**src/hw/lse_params.svh**
```systemverilog
`ifndef LSE_PARAMS_SVH
`define LSE_PARAMS_SVH

// Register byte offsets on the APB bus
`define LSE_OFS_CTRL 8'h00
`define LSE_OFS_ENCSEL 8'h04
`define LSE_OFS_PRESC 8'h08
`define LSE_OFS_XORG 8'h0C
`define LSE_OFS_YORG 8'h10
`define LSE_OFS_XSIZE 8'h14
`define LSE_OFS_YSIZE 8'h18
`define LSE_OFS_AUX 8'h1C
`define LSE_OFS_TRAILER 8'h20
`define LSE_OFS_STATUS 8'h24

// Control register fields
`define LSE_CTRL_EN 0
`define LSE_CTRL_CLOCKED 1
`define LSE_RST_CTRL 2'h1

// Auxiliary control fields
`define LSE_AUX_CONT 5
`define LSE_AUX_BYP 6
`define LSE_AUX_GSEL 7
`define LSE_RST_AUX 8'h1F

// Other reset values
`define LSE_RST_PRESC 10'h000
`define LSE_RST_ENCSEL 5'h00
`define LSE_RST_ORG 10'h000
`define LSE_RST_XSIZE 10'h100
`define LSE_RST_YSIZE 10'h020
`define LSE_RST_TRAILER 5'h00

// One-wire encoding codes
`define LSE_ENC_FAST_A 5'h01
`define LSE_ENC_FAST_B 5'h10

// Clock rates in kHz; strip tick comes from a fractional accumulator
`define LSE_MCLK_KHZ 200000
`define LSE_STRIP_KHZ 25600
`define LSE_ACC_STEP (`LSE_STRIP_KHZ / 1600)
`define LSE_ACC_MOD (`LSE_MCLK_KHZ / 1600)

// A bit slot is split into this many phases
`define LSE_PHASES 32
`define LSE_PIX_BITS 24
`define LSE_TRAIL_MULT 32

// Slot periods and high times in ns
`define LSE_SLOT_FAST_NS 1250
`define LSE_SLOT_SLOW_NS 2500
`define LSE_A_T0H_NS 350
`define LSE_A_T1H_NS 700
`define LSE_B_T0H_NS 300
`define LSE_B_T1H_NS 790
`define LSE_S_T0H_NS 500
`define LSE_S_T1H_NS 1200

// High phases, rounded up to whole phases
`define LSE_HI_PH(ns, slot) (((ns) * `LSE_PHASES + (slot) - 1) / (slot))

`endif

```
**src/hw/lse_pkg.sv**
```systemverilog
package lse_pkg;

    // Serializer states, Gray along idle-shift-trail
    typedef enum logic [1:0] {
        LSE_IDLE = 2'b00,
        LSE_SHIFT = 2'b01,
        LSE_TRAIL = 2'b11
    } lse_state_e;

    // Incoming video pixel with its coordinates
    typedef struct packed {
        logic [9:0] x;
        logic [9:0] y;
        logic [23:0] rgb;
    } lse_vid_s;

    // Pixel held in the buffer
    typedef struct packed {
        logic [23:0] rgb;
        logic eol;
    } lse_pix_s;

    // Settings image kept in non-volatile storage
    typedef struct packed {
        logic [9:0] presc;
        logic [4:0] encsel;
        logic [9:0] x_org;
        logic [9:0] y_org;
        logic [9:0] x_size;
        logic [9:0] y_size;
        logic [7:0] aux;
        logic [4:0] trailer;
    } lse_cfg_s;

endpackage

```
**src/hw/lse_buf.sv**
```systemverilog
`timescale 1ns/10ps
`default_nettype none

module lse_buf #(
    parameter int W = 25,
    parameter int DEPTH = 2
) (
    // Clock and reset
    input wire logic mclk_i,
    input wire logic rst_n_i,
    // Filling side
    input wire logic in_valid_i,
    input wire logic [W-1:0] in_data_i,
    output logic in_ready_o,
    // Draining side
    output logic out_valid_o,
    output logic [W-1:0] out_data_o,
    input wire logic out_ready_i
);
    localparam int AW = (DEPTH > 1) ? $clog2(DEPTH) : 1;

    logic [W-1:0] mem [DEPTH];
    logic [AW-1:0] wp;
    logic [AW-1:0] rp;
    logic [AW:0] cnt;

    // Handshake decode
    wire push = in_valid_i && in_ready_o;
    wire pop = out_valid_o && out_ready_i;
    assign in_ready_o = (cnt != (AW+1)'(DEPTH));
    assign out_valid_o = (cnt != '0);
    assign out_data_o = mem[rp];

    // Pointer step with wrap at the depth
    function automatic logic [AW-1:0] step(input logic [AW-1:0] p);
        step = (p == AW'(DEPTH - 1)) ? '0 : p + 1'b1;
    endfunction

    // Storage and pointers
    always_ff @(posedge mclk_i or negedge rst_n_i) begin
        if (!rst_n_i) begin
            for (int i = 0; i < DEPTH; i++) begin
                mem[i] <= '0;
            end
            wp <= '0;
            rp <= '0;
            cnt <= '0;
        end else begin
            if (push) begin
                mem[wp] <= in_data_i;
                wp <= step(wp);
            end
            if (pop) begin
                rp <= step(rp);
            end
            cnt <= cnt + (AW+1)'(push) - (AW+1)'(pop);
        end
    end
endmodule

`default_nettype wire

```
**src/hw/lse_encoder.sv**
```systemverilog
`timescale 1ns/10ps
`default_nettype none
`include "lse_params.svh"

// What this block does
// - Five-bit brightness in aux bits 4-0, applied in one-wire mode only, 31 brightest, resets to 31.
// - Gamma bypass bit set skips correction; clear applies internal gamma.
// - In one-wire mode gamma select picks PC curve (0) or MAC curve (1).
// - Clocked mode: continuous clock bit keeps strip clock running when idle.
// - Clocked mode: each line ends with 32 times trailer-count ones.
// - Trailer count does nothing in one-wire mode.
// - Only pixels inside the programmed crop window are passed on.
// - Settings image is exported and restorable at power-up.
// - Bit slot length scales with prescaler setting plus one.
// - Each pixel is exactly 24 bit slots, RGB888 shifted serially.
// - Code 0x01: first family, high 0.35 us or 0.7 us.
// - Code 0x10: second family shape, 800 kHz bit period kept.
// - Code 0x00: slow shape, high 0.5 us or 1.2 us.
// - Encoding code is a write-only five-bit field resetting to zero.
// - Prescaler 0 gives 800 kHz bits, 1 gives 400 kHz.
module lse_encoder
    import lse_pkg::*;
(
    // Clock and reset
    input wire logic mclk_i,
    input wire logic rst_n_i,
    // APB slave
    input wire logic psel_i,
    input wire logic penable_i,
    input wire logic pwrite_i,
    input wire logic [7:0] paddr_i,
    input wire logic [31:0] pwdata_i,
    output logic [31:0] prdata_o,
    output logic pready_o,
    output logic pslverr_o,
    // Video input stream
    input wire logic vid_valid_i,
    input wire lse_vid_s vid_i,
    output logic vid_ready_o,
    // Settings store
    input wire logic nv_load_i,
    input wire lse_cfg_s nv_image_i,
    output lse_cfg_s nv_image_o,
    // Strip pins
    output logic strip_line_o,
    output logic strip_clk_o,
    output logic strip_data_o
);

    logic [1:0] ctrl;
    lse_cfg_s cfg;
    lse_state_e state, next_state;
    logic [6:0] acc;
    logic [9:0] presc_cnt;
    logic [4:0] phase;
    logic [23:0] shreg, next_shreg;
    logic [4:0] bit_cnt, next_bit_cnt;
    logic eol_cur, next_eol_cur;
    logic [9:0] trail_cnt, next_trail_cnt;
    logic next_line, next_clk, next_dat;

    // Window test: value lies in [org, org+size)
    function automatic logic in_range(input logic [9:0] v, input logic [9:0] o, input logic [9:0] s);
        in_range = (v >= o) && ({1'b0, v} < ({1'b0, o} + {1'b0, s}));
    endfunction

    // Gamma then brightness for one colour component
    function automatic logic [7:0] comp(input logic [7:0] c, input logic [7:0] aux, input logic ow);
        logic [15:0] sq;
        logic [8:0] mac;
        logic [7:0] gc;
        logic [12:0] sc;
        sq = c * c;
        mac = {1'b0, sq[15:8]} + {1'b0, c};
        gc = (aux[`LSE_AUX_GSEL] && ow) ? mac[8:1] : sq[15:8];
        if (aux[`LSE_AUX_BYP]) begin
            gc = c;
        end
        sc = 13'(gc) * 13'({1'b0, aux[4:0]} + 6'd1);
        comp = ow ? sc[12:5] : gc;
    endfunction

    // APB decode; the slave never inserts wait states
    wire acc_ph = psel_i && penable_i;
    wire hit_ctrl = (paddr_i == `LSE_OFS_CTRL);
    wire hit_enc = (paddr_i == `LSE_OFS_ENCSEL);
    wire hit_presc = (paddr_i == `LSE_OFS_PRESC);
    wire hit_xorg = (paddr_i == `LSE_OFS_XORG);
    wire hit_yorg = (paddr_i == `LSE_OFS_YORG);
    wire hit_xsize = (paddr_i == `LSE_OFS_XSIZE);
    wire hit_ysize = (paddr_i == `LSE_OFS_YSIZE);
    wire hit_aux = (paddr_i == `LSE_OFS_AUX);
    wire hit_trl = (paddr_i == `LSE_OFS_TRAILER);
    wire hit_stat = (paddr_i == `LSE_OFS_STATUS);
    wire mapped = hit_ctrl || hit_enc || hit_presc || hit_xorg || hit_yorg || hit_xsize
                  || hit_ysize || hit_aux || hit_trl || hit_stat;
    wire wr = acc_ph && pwrite_i && mapped;
    assign pready_o = 1'b1;
    assign pslverr_o = acc_ph && !mapped;

    wire enable = ctrl[`LSE_CTRL_EN];
    wire clocked = ctrl[`LSE_CTRL_CLOCKED];
    wire ow = !clocked;

    // Read mux taken in the setup phase and registered, so read data leaves a flop with no wait state
    // write-only code
    wire buf_valid;
    wire rd_setup = psel_i && !penable_i && !pwrite_i;
    wire [31:0] rd_word = !rd_setup ? 32'h0 :
                      hit_ctrl ? {30'h0, ctrl} :
                      hit_presc ? {22'h0, cfg.presc} :
                      hit_xorg ? {22'h0, cfg.x_org} :
                      hit_yorg ? {22'h0, cfg.y_org} :
                      hit_xsize ? {22'h0, cfg.x_size} :
                      hit_ysize ? {22'h0, cfg.y_size} :
                      hit_aux ? {24'h0, cfg.aux} :
                      hit_trl ? {27'h0, cfg.trailer} :
                      hit_stat ? {27'h0, eol_cur, buf_valid, 1'b0, state} : 32'h0;

    // Read data register; zero outside a read so the bus idles low
    always_ff @(posedge mclk_i or negedge rst_n_i) begin
        if (!rst_n_i) begin
            prdata_o <= 32'h0;
        end else begin
            prdata_o <= rd_word;
        end
    end

    // Settings registers; a restore from the store wins over software
    // reserved bits dropped
    always_ff @(posedge mclk_i or negedge rst_n_i) begin
        if (!rst_n_i) begin
            ctrl <= `LSE_RST_CTRL;
            cfg <= '{`LSE_RST_PRESC, `LSE_RST_ENCSEL, `LSE_RST_ORG, `LSE_RST_ORG,
                     `LSE_RST_XSIZE, `LSE_RST_YSIZE, `LSE_RST_AUX, `LSE_RST_TRAILER};
        end else if (nv_load_i) begin
            cfg <= nv_image_i;
        end else if (wr) begin
            if (hit_ctrl) ctrl <= pwdata_i[1:0];
            if (hit_enc) cfg.encsel <= pwdata_i[4:0];
            if (hit_presc) cfg.presc <= pwdata_i[9:0];
            if (hit_xorg) cfg.x_org <= pwdata_i[9:0];
            if (hit_yorg) cfg.y_org <= pwdata_i[9:0];
            if (hit_xsize) cfg.x_size <= pwdata_i[9:0];
            if (hit_ysize) cfg.y_size <= pwdata_i[9:0];
            if (hit_aux) cfg.aux <= pwdata_i[7:0];
            if (hit_trl) cfg.trailer <= pwdata_i[4:0];
        end
    end
    assign nv_image_o = cfg;

    // Crop window; pixels outside it are taken and dropped
    // crop window
    wire in_win = in_range(vid_i.x, cfg.x_org, cfg.x_size) && in_range(vid_i.y, cfg.y_org, cfg.y_size);
    wire at_eol = ({1'b0, vid_i.x} + 11'd1) == ({1'b0, cfg.x_org} + {1'b0, cfg.x_size});
    wire buf_in_ready;
    wire push = vid_valid_i && in_win;
    assign vid_ready_o = in_win ? buf_in_ready : 1'b1;

    // Two-entry buffer absorbs stalls of the serializer
    wire pop;
    lse_pix_s buf_out;
    lse_buf #(.W($bits(lse_pix_s)), .DEPTH(2)) lse_buf_inst (
        .mclk_i(mclk_i),
        .rst_n_i(rst_n_i),
        .in_valid_i(push),
        .in_data_i({vid_i.rgb, at_eol}),
        .in_ready_o(buf_in_ready),
        .out_valid_o(buf_valid),
        .out_data_o(buf_out),
        .out_ready_i(pop)
    );

    // Strip tick at 25.6 MHz from 200 MHz: add 16, wrap at 125
    // fixed strip tick
    wire run = (state != LSE_IDLE) || (clocked && cfg.aux[`LSE_AUX_CONT] && enable);
    wire [7:0] acc_sum = {1'b0, acc} + 8'(`LSE_ACC_STEP);
    wire tick = run && (acc_sum >= 8'(`LSE_ACC_MOD));
    wire ph_step = tick && (presc_cnt == cfg.presc);
    wire slot_end = ph_step && (phase == 5'(`LSE_PHASES - 1));

    // Timing counters; they restart with every burst except under a continuous clock, so slots align to the data
    // prescaler rate
    always_ff @(posedge mclk_i or negedge rst_n_i) begin
        if (!rst_n_i) begin
            acc <= '0;
            presc_cnt <= '0;
            phase <= '0;
        end else if (!run) begin
            acc <= '0;
            presc_cnt <= '0;
            phase <= '0;
        end else begin
            acc <= tick ? 7'(acc_sum - 8'(`LSE_ACC_MOD)) : acc_sum[6:0];
            presc_cnt <= !tick ? presc_cnt : (ph_step ? 10'h000 : presc_cnt + 10'h001);
            phase <= ph_step ? phase + 5'h01 : phase;
        end
    end

    // Processed colour word, red first
    // brightness field
    wire [23:0] pix = {comp(buf_out.rgb[23:16], cfg.aux, ow), comp(buf_out.rgb[15:8], cfg.aux, ow),
                       comp(buf_out.rgb[7:0], cfg.aux, ow)};
    wire last_bit = (bit_cnt == 5'(`LSE_PIX_BITS - 1));
    wire go_trail = eol_cur && clocked && (cfg.trailer != 5'h00);
    // A free-running clock makes an idle start wait for a slot edge, else the first bit is cut short
    wire idle_take = (state == LSE_IDLE) && (!run || slot_end);
    assign pop = buf_valid && enable && (idle_take ||
                 (state == LSE_SHIFT && slot_end && last_bit && !go_trail));

    // Serializer sequencing
    // 24 slots per pixel
    always_comb begin
        next_state = state;
        next_shreg = shreg;
        next_bit_cnt = bit_cnt;
        next_eol_cur = eol_cur;
        next_trail_cnt = trail_cnt;
        unique case (state)
            LSE_IDLE: begin
                if (pop) begin
                    next_state = LSE_SHIFT;
                end
            end
            LSE_SHIFT: begin
                if (slot_end && !last_bit) begin
                    next_shreg = {shreg[22:0], 1'b0};
                    next_bit_cnt = bit_cnt + 5'h01;
                end else if (slot_end && go_trail) begin
                    next_state = LSE_TRAIL;
                    next_trail_cnt = 10'(cfg.trailer * `LSE_TRAIL_MULT);
                end else if (slot_end && !pop) begin
                    next_state = LSE_IDLE;
                end
            end
            LSE_TRAIL: begin
                if (slot_end) begin
                    next_trail_cnt = trail_cnt - 10'h001;
                    next_state = (trail_cnt == 10'h001) ? LSE_IDLE : LSE_TRAIL;
                end
            end
            default: begin
                next_state = LSE_IDLE;
            end
        endcase
        if (pop) begin
            next_shreg = pix;
            next_bit_cnt = 5'h00;
            next_eol_cur = buf_out.eol;
        end
    end

    // High phases per code and bit value
    // first family
    wire fam_a = (cfg.encsel == `LSE_ENC_FAST_A);
    wire fam_b = (cfg.encsel == `LSE_ENC_FAST_B);
    wire [5:0] hi_a = shreg[23] ? 6'(`LSE_HI_PH(`LSE_A_T1H_NS, `LSE_SLOT_FAST_NS))
                                : 6'(`LSE_HI_PH(`LSE_A_T0H_NS, `LSE_SLOT_FAST_NS));
    wire [5:0] hi_b = shreg[23] ? 6'(`LSE_HI_PH(`LSE_B_T1H_NS, `LSE_SLOT_FAST_NS))
                                : 6'(`LSE_HI_PH(`LSE_B_T0H_NS, `LSE_SLOT_FAST_NS));
    wire [5:0] hi_s = shreg[23] ? 6'(`LSE_HI_PH(`LSE_S_T1H_NS, `LSE_SLOT_SLOW_NS))
                                : 6'(`LSE_HI_PH(`LSE_S_T0H_NS, `LSE_SLOT_SLOW_NS));
    wire [5:0] hi_ph = fam_a ? hi_a : (fam_b ? hi_b : hi_s);

    // Pin values; clock is low in the first half slot so data settles first
    // continuous clock
    assign next_line = ow && (state == LSE_SHIFT) && ({1'b0, phase} < hi_ph);
    assign next_clk = clocked && run && phase[4];
    assign next_dat = clocked && ((state == LSE_TRAIL) || (state == LSE_SHIFT && shreg[23]));

    // Serializer and pin registers
    always_ff @(posedge mclk_i or negedge rst_n_i) begin
        if (!rst_n_i) begin
            state <= LSE_IDLE;
            shreg <= '0;
            bit_cnt <= '0;
            eol_cur <= 1'b0;
            trail_cnt <= '0;
            strip_line_o <= 1'b0;
            strip_clk_o <= 1'b0;
            strip_data_o <= 1'b0;
        end else begin
            state <= next_state;
            shreg <= next_shreg;
            bit_cnt <= next_bit_cnt;
            eol_cur <= next_eol_cur;
            trail_cnt <= next_trail_cnt;
            strip_line_o <= next_line;
            strip_clk_o <= next_clk;
            strip_data_o <= next_dat;
        end
    end
endmodule

`default_nettype wire

```
**config.mk**
```make
export PLATFORM = sky130hd
export DESIGN_NAME = lse_encoder
export DESIGN_NICKNAME = d
export VERILOG_FILES = /design/src/hw/lse_pkg.sv /design/src/hw/lse_buf.sv /design/src/hw/lse_encoder.sv
export VERILOG_INCLUDE_DIRS = /design/src /design/src/hw
export SDC_FILE = /design/constraint.sdc
export NUM_CORES = 1
export LEC_CHECK = 0
export BUFFER_PORTS_ARGS = -buffer_cell sky130_fd_sc_hd__clkbuf_2
export CAP_MARGIN = 20
export CORE_ASPECT_RATIO = 0.8
export CORE_UTILIZATION = 55
export DETAILED_ROUTE_END_ITERATION = 16
export PLACE_DENSITY = 0.86
export SETUP_SLACK_MARGIN = 0.02
export SKIP_LAST_GASP = 1
export SLEW_MARGIN = 15
export SYNTH_ARGS = -nofsm -noshare
export SYNTH_HDL_FRONTEND = slang
export SYNTH_HIERARCHICAL = 1
export SYNTH_SLANG_ARGS = --single-unit
```
**constraint.sdc**
```tcl
create_clock -name mclk_i -period 15.3 [get_ports mclk_i]
set_input_delay 1.53 -clock mclk_i [delete_from_list [all_inputs] [get_ports mclk_i]]
set_output_delay 1.53 -clock mclk_i [all_outputs]
set_load 0.01 [all_outputs]
```
# ---- Word-level counts from Yosys, hierarchy flattened
# Cells that the tools add are included.
dict set report totals {
  elab_cells 240
  out_inout_bits 106
  ff_bits 201
}
dict set report op_classes {
  n_eq_ne 26
  n_mux 67
  mul 6
  n_addsub 17
  reduce_logical 86
  bitwise 3
  order_cmp 9
}
# op n
set ops {}
lappend ops {{$mux W10} 18}
lappend ops {{$mux W68} 2}
lappend ops {{$mux W25} 4}
lappend ops {{$mux W8} 11}
lappend ops {{$mux W24} 3}
lappend ops {{$mux W5} 14}
lappend ops {{$bwmux W50} 1}
lappend ops {{$mul A8 B8 Y16} 3}
lappend ops {{$logic_and A1 B1 Y1} 36}
lappend ops {{$eq A8 B5 Y1 const B} 4}
lappend ops {{$reduce_bool A2 Y1} 14}
lappend ops {{$add A8 B8 Y9} 3}
lappend ops {{$mul A8 B13 Y13} 2}
lappend ops {{$demux W25 S1} 1}
lappend ops {{$add A10 B10 Y11} 2}
lappend ops {{$lt A10 B11 Y1} 2}
lappend ops {{$ge A10 B10 Y1} 2}
lappend ops {{$pmux W10 S2} 1}
lappend ops {{$reduce_and A2 Y1} 9}
lappend ops {{$eq A8 B4 Y1 const B} 2}
lappend ops {{$eq A8 B6 Y1 const B} 2}
lappend ops {{$eq A5 B5 Y1 const B} 3}
lappend ops {{$mux W7} 2}
lappend ops {{$logic_or A1 B1 Y1} 13}
lappend ops {{36 further kinds} 60}

# ---- Depth between registers and ports, before layout
dict set report logic_depth {
  ltp_word 17
  mapped_depth 46
}

# ---- By module
# The synthesis kept the hierarchy.
# module area_per_inst_um2 n_inst cells_per_inst
set modules_own_cells {}
lappend modules_own_cells {lse_encoder 19543.7 1 2329}
lappend modules_own_cells {lse_buf 2585.0 1 152}

# ---- Least setup slack after synthesis
# Ideal clock, no wire load.
dict set report synth_timing {
  kind {reg2reg}
  from {register lse_buf_inst.rp}
  to {register shreg[7]}
  setup_slack_ns 5.279
  setup_ns 0.082
  path_buffers 3
  arrival_ns 9.939
  required_ns 15.218
  synth_period_minus_slack_ns 10.021
  stages_incl_launch_ff 41
  path_cell_list {dfrtp_1 -> buf_2 -> buf_2 -> mux2_2 -> clkbuf_1 -> and2_1 -> ha_1 -> a31o_2 -> fa_1 -> inv_1 -> fa_1 -> fa_1 -> inv_1 -> ha_1 -> a21o_1 -> a21o_1 -> a21oi_1 -> nand2_1 -> [... 5 more ...] -> o21ai_0 -> xor2_1 -> mux2_2 -> mux2i_2 -> nor2_1 -> fa_1 -> fa_1 -> inv_1 -> fa_1 -> inv_1 -> ha_1 -> or3_1 -> o211a_4 -> o41ai_4 -> nor2_1 -> a211oi_1 -> mux2_1 -> a22oi_2}
}
# item line_no
set synth_lines {}
lappend synth_lines {{start: declaration} lse_buf.sv:24} ;# logic [AW-1:0] rp;
lappend synth_lines {{start signal: assignment} lse_buf.sv:54} ;# rp <= step(rp);
lappend synth_lines {{end signal: assignment} lse_encoder.sv:284} ;# shreg <= next_shreg;
lappend synth_lines {{end: declaration} lse_encoder.sv:56} ;# logic [23:0] shreg, next_shreg;

==> results.cfg <==
[critical_path]
cp_max_fo = 20
end_kind = flip-flop
slowest_delay_ns = 0.97
rr_startpoint = lse_buf_inst/rp
arrival_ns = 12.03
worst-setup-path-type = flip-flop to flip-flop
crit_required_ns = 15.72
cp_common_cell = inv_1
worstSetupStartpoint = lse_buf_inst/rp
crit_slowest_cell = a221oi_1
startpoint_type = flip-flop

[finish]
nFillCells = 3257
nets = 3200
drive_above_1_share_pct = 15.3
syn2layout_area_growth_pct = 9.91

[timing]
period_minus_slack_ns = 11.61
hold_violations = 0
setup_viol_count_final = 0
slew_violations = 0
whs_ns = 0.494
slew_headroom_pct = 20.8
skew_ns = 0.0225
post-route-period-util_pct = 75.9
rsz0062_at_grt = false
worstMarginPinSlew_ns = 1.19
setup_tns_ns = 0
fmax_ghz = 0.0862

[worst_hold_path]
hp-class = flip-flop to flip-flop
hp-start = lse_buf_inst/wp

[global_routing]
grt_overflow = 0
grt_pass1_vias = 19400
antenna_found_initial = 1
track_usage_pct = 31.0
grt_max_degree = 117
grt_pass1_wl_um = 102000

[clocking]
cts-resized-gates = 0
cts_setup_buffers = 0
cts_hold_buffers = 0
clk_path_buf_depth = 3
htree_levels = 1
cts_tree = built
root_buffer = clkbuf_16
clk_pin_slew_ns = 0.07
worstSkewPairLatency_ns = 0.54
clock_sinks = 201
numCtsBuffers = 21

[route]
num_vias = 19200
ant_nets = 0
drtIter0Drc = 1762
vias_per_cell = 5.99
wire_per_inst_um = 19.5
firstDrtPassIters = 5
drt_wl_total_um = 62800
drc = 0

[run]
drv_cap = 0

[logic_synthesis]
ys_seq_area_share_pct = 22.8
synth_area_sq_mm = 0.0221
ys_types = 92
synth_top_area_cell = dfrtp_1
postSynthAreaPerCell_sq_um = 8.92
synth_seq_cells = 201
netlist.area_leader.share_pct = 21.8
synthTopCellsByArea = dfrtp_1 22%, ha_1 14%, fa_1 13%
syn_inst = 2481
synth_warnings = 6
synth-async-reset-ratio_pct = 100
synth-edff-count = 0
synth_ff_type = dfrtp_1

[floorplan]
fp-row-count = 65
coreArea_sq_mm = 0.0395
dieWidth_um = 226
initial_utilization_pct = 56.0
ios = 265
die-area_sq_mm = 0.0410
dieHeight_um = 181

[placed_design]
dp_hpwl_um = 47800
port_buffers = 219
place.gp.congestion = 0.973

[outcome]
status = completed
[stage by stage]
stage	area, sq um	utilization, %	setup slack [ns]	std cells
after global routing	24300	61.5	2.99	3211
after floorplan	22200	-	5.28	2504
after detailed placement	23600	59.7	3.59	3169
after CTS	24300	61.4	3.53	3207
after global placement	23600	59.7	3.97	3169
final	24300	61.5	3.69	3211
[layout by cell type (no fill, tap or decap), types with 6 or more instances in the layout]
cell type  netlist  routed
inv_1          288     288
ha_1           240     240
nand2_1        222     222
nor2_1         220     220
clkbuf_2         0     217
dfrtp_1        193     193
fa_1           143     143
o21ai_0        140     140
a21oi_1        103     103
mux2i_1         91      91
xnor2_1         90      89
and2_1          52      52
nand3_1         51      51
xor2_1          48      46
nor3_1          43      42
mux2_4          40      40
a21o_1          39      39
mux2_2          39      39
nor2b_1         27      27
nand2b_1        26      26
conb_1           2      25
and3_1          23      23
o211ai_1        22      22
clkbuf_16        0      21
or2_2           20      20
buf_4           23      18
or3_1           17      17
nand4_1         13      13
o21bai_1        13      13
o21a_1          12      12
a211oi_1         9       9
o22ai_1          9       9
a222oi_1         9       9
a31oi_1          8       8
a221oi_1         8       8
dfstp_2          8       8
nor4_1           7       6
nor3b_1          6       6
[flip-flops by register name (all words and copies together) (netlist names)]
| signal | cells |
|---|---|
| phase | 5 |
| strip_line_o | 1 |
| trail_cnt | 10 |
| ctrl | 2 |
| nv_image_o | 68 |
| strip_data_o | 1 |
| bit_cnt | 5 |
| lse_buf_inst/mem | 50 |
| lse_buf_inst/rp | 1 |
| state | 2 |
| shreg | 24 |
| presc_cnt | 10 |
| eol_cur | 1 |
| lse_buf_inst/wp | 1 |
| strip_clk_o | 1 |
| acc | 7 |
| lse_buf_inst/cnt | 2 |
| prdata_o | 10 |
[synthesized netlist by cell type, types with 5 or more instances]
cell / n
inv_1: 288
ha_1: 240
nand2_1: 222
nor2_1: 220
dfrtp_1: 193
fa_1: 143
o21ai_0: 140
a21oi_1: 103
mux2i_1: 91
xnor2_1: 90
clkbuf_1: 66
and2_1: 52
nand3_1: 51
xor2_1: 48
nor3_1: 43
mux2_4: 40
a21o_1: 39
mux2_2: 39
nor2b_1: 27
nand2b_1: 26
and3_1: 23
buf_4: 23
o211ai_1: 22
or2_2: 20
or3_1: 17
nand4_1: 13
o21bai_1: 13
o21a_1: 12
a211oi_1: 9
a222oi_1: 9
buf_2: 9
o22ai_1: 9
a221oi_1: 8
a31oi_1: 8
dfstp_2: 8
nor4_1: 7
nor3b_1: 6
a22o_1: 5
o31ai_1: 5
[worst max-delay path: cells and delay by family (launching register included)]
| kind | cells | cell delay (ns) |
|---|---|---|
| xor+xnor | 3 | 0.69 |
| mux | 1 | 0.43 |
| buf+inv | 7 | 0.66 |
| flops | 1 | 0.59 |
| simple gates | 9 | 1.74 |
| fa+ha+maj | 10 | 3.93 |
| compound gates | 10 | 3.46 |
[final timing paths]
check                      slack [ns]              endpoint  cells past startpoint
setup reg to reg                 3.69             shreg[23]                     40
hold reg to reg                  0.49       lse_buf_inst/wp                      1
hold / removal                   0.49       lse_buf_inst/wp                      1
max in group asynchronous       12.78              shreg[6]                      2
setup / recovery                 3.69             shreg[23]                     40
min in group asynchronous        1.14  lse_buf_inst/mem[42]                      1
[metal layers]
metal  vias to the layer above  share of wire (%)  global-route usage [%]
li1                       8692                  -                       -
met2                       817                 46                    49.6
met5                         -                  0                       0
met1                      9580                 43                    43.6
met3                       138                8.3                    5.13
met4                         0                2.8                    7.73
[kinds of logic after synthesis]
| family | count (synthesis) | synth area share (%) |
|---|---|---|
| and+or+nand+nor | 753 | 16.1 |
| AOI/OAI and AO/OA | 435 | 12.7 |
| buffers and inverters | 397 | 7.54 |
| adders and majority gates | 383 | 26.5 |
| DFF | 201 | 22.8 |
| muxes | 172 | 8.93 |
| xor gates and xnor gates | 138 | 5.46 |
| other | 2 | 0.0339 |
[final cells by class]
class | instances | area [sq um] | share of cell area, %
Multi-Input combinational cell | 1906 | 15500 | 63.9
Sequential cell | 201 | 5040 | 20.7
Timing Repair Buffer | 239 | 1280 | 5.26
Inverter | 289 | 1080 | 4.46
Tap cell | 536 | 671 | 2.76
Clock buffer | 29 | 596 | 2.45
Clock inverter | 9 | 105 | 0.432
Antenna cell | 2 | 5.00 | 0.0206
Power is left out: the tool's default activity adds up to more than one toggle a clock period on the data nets, which glitch-free logic cannot reach.
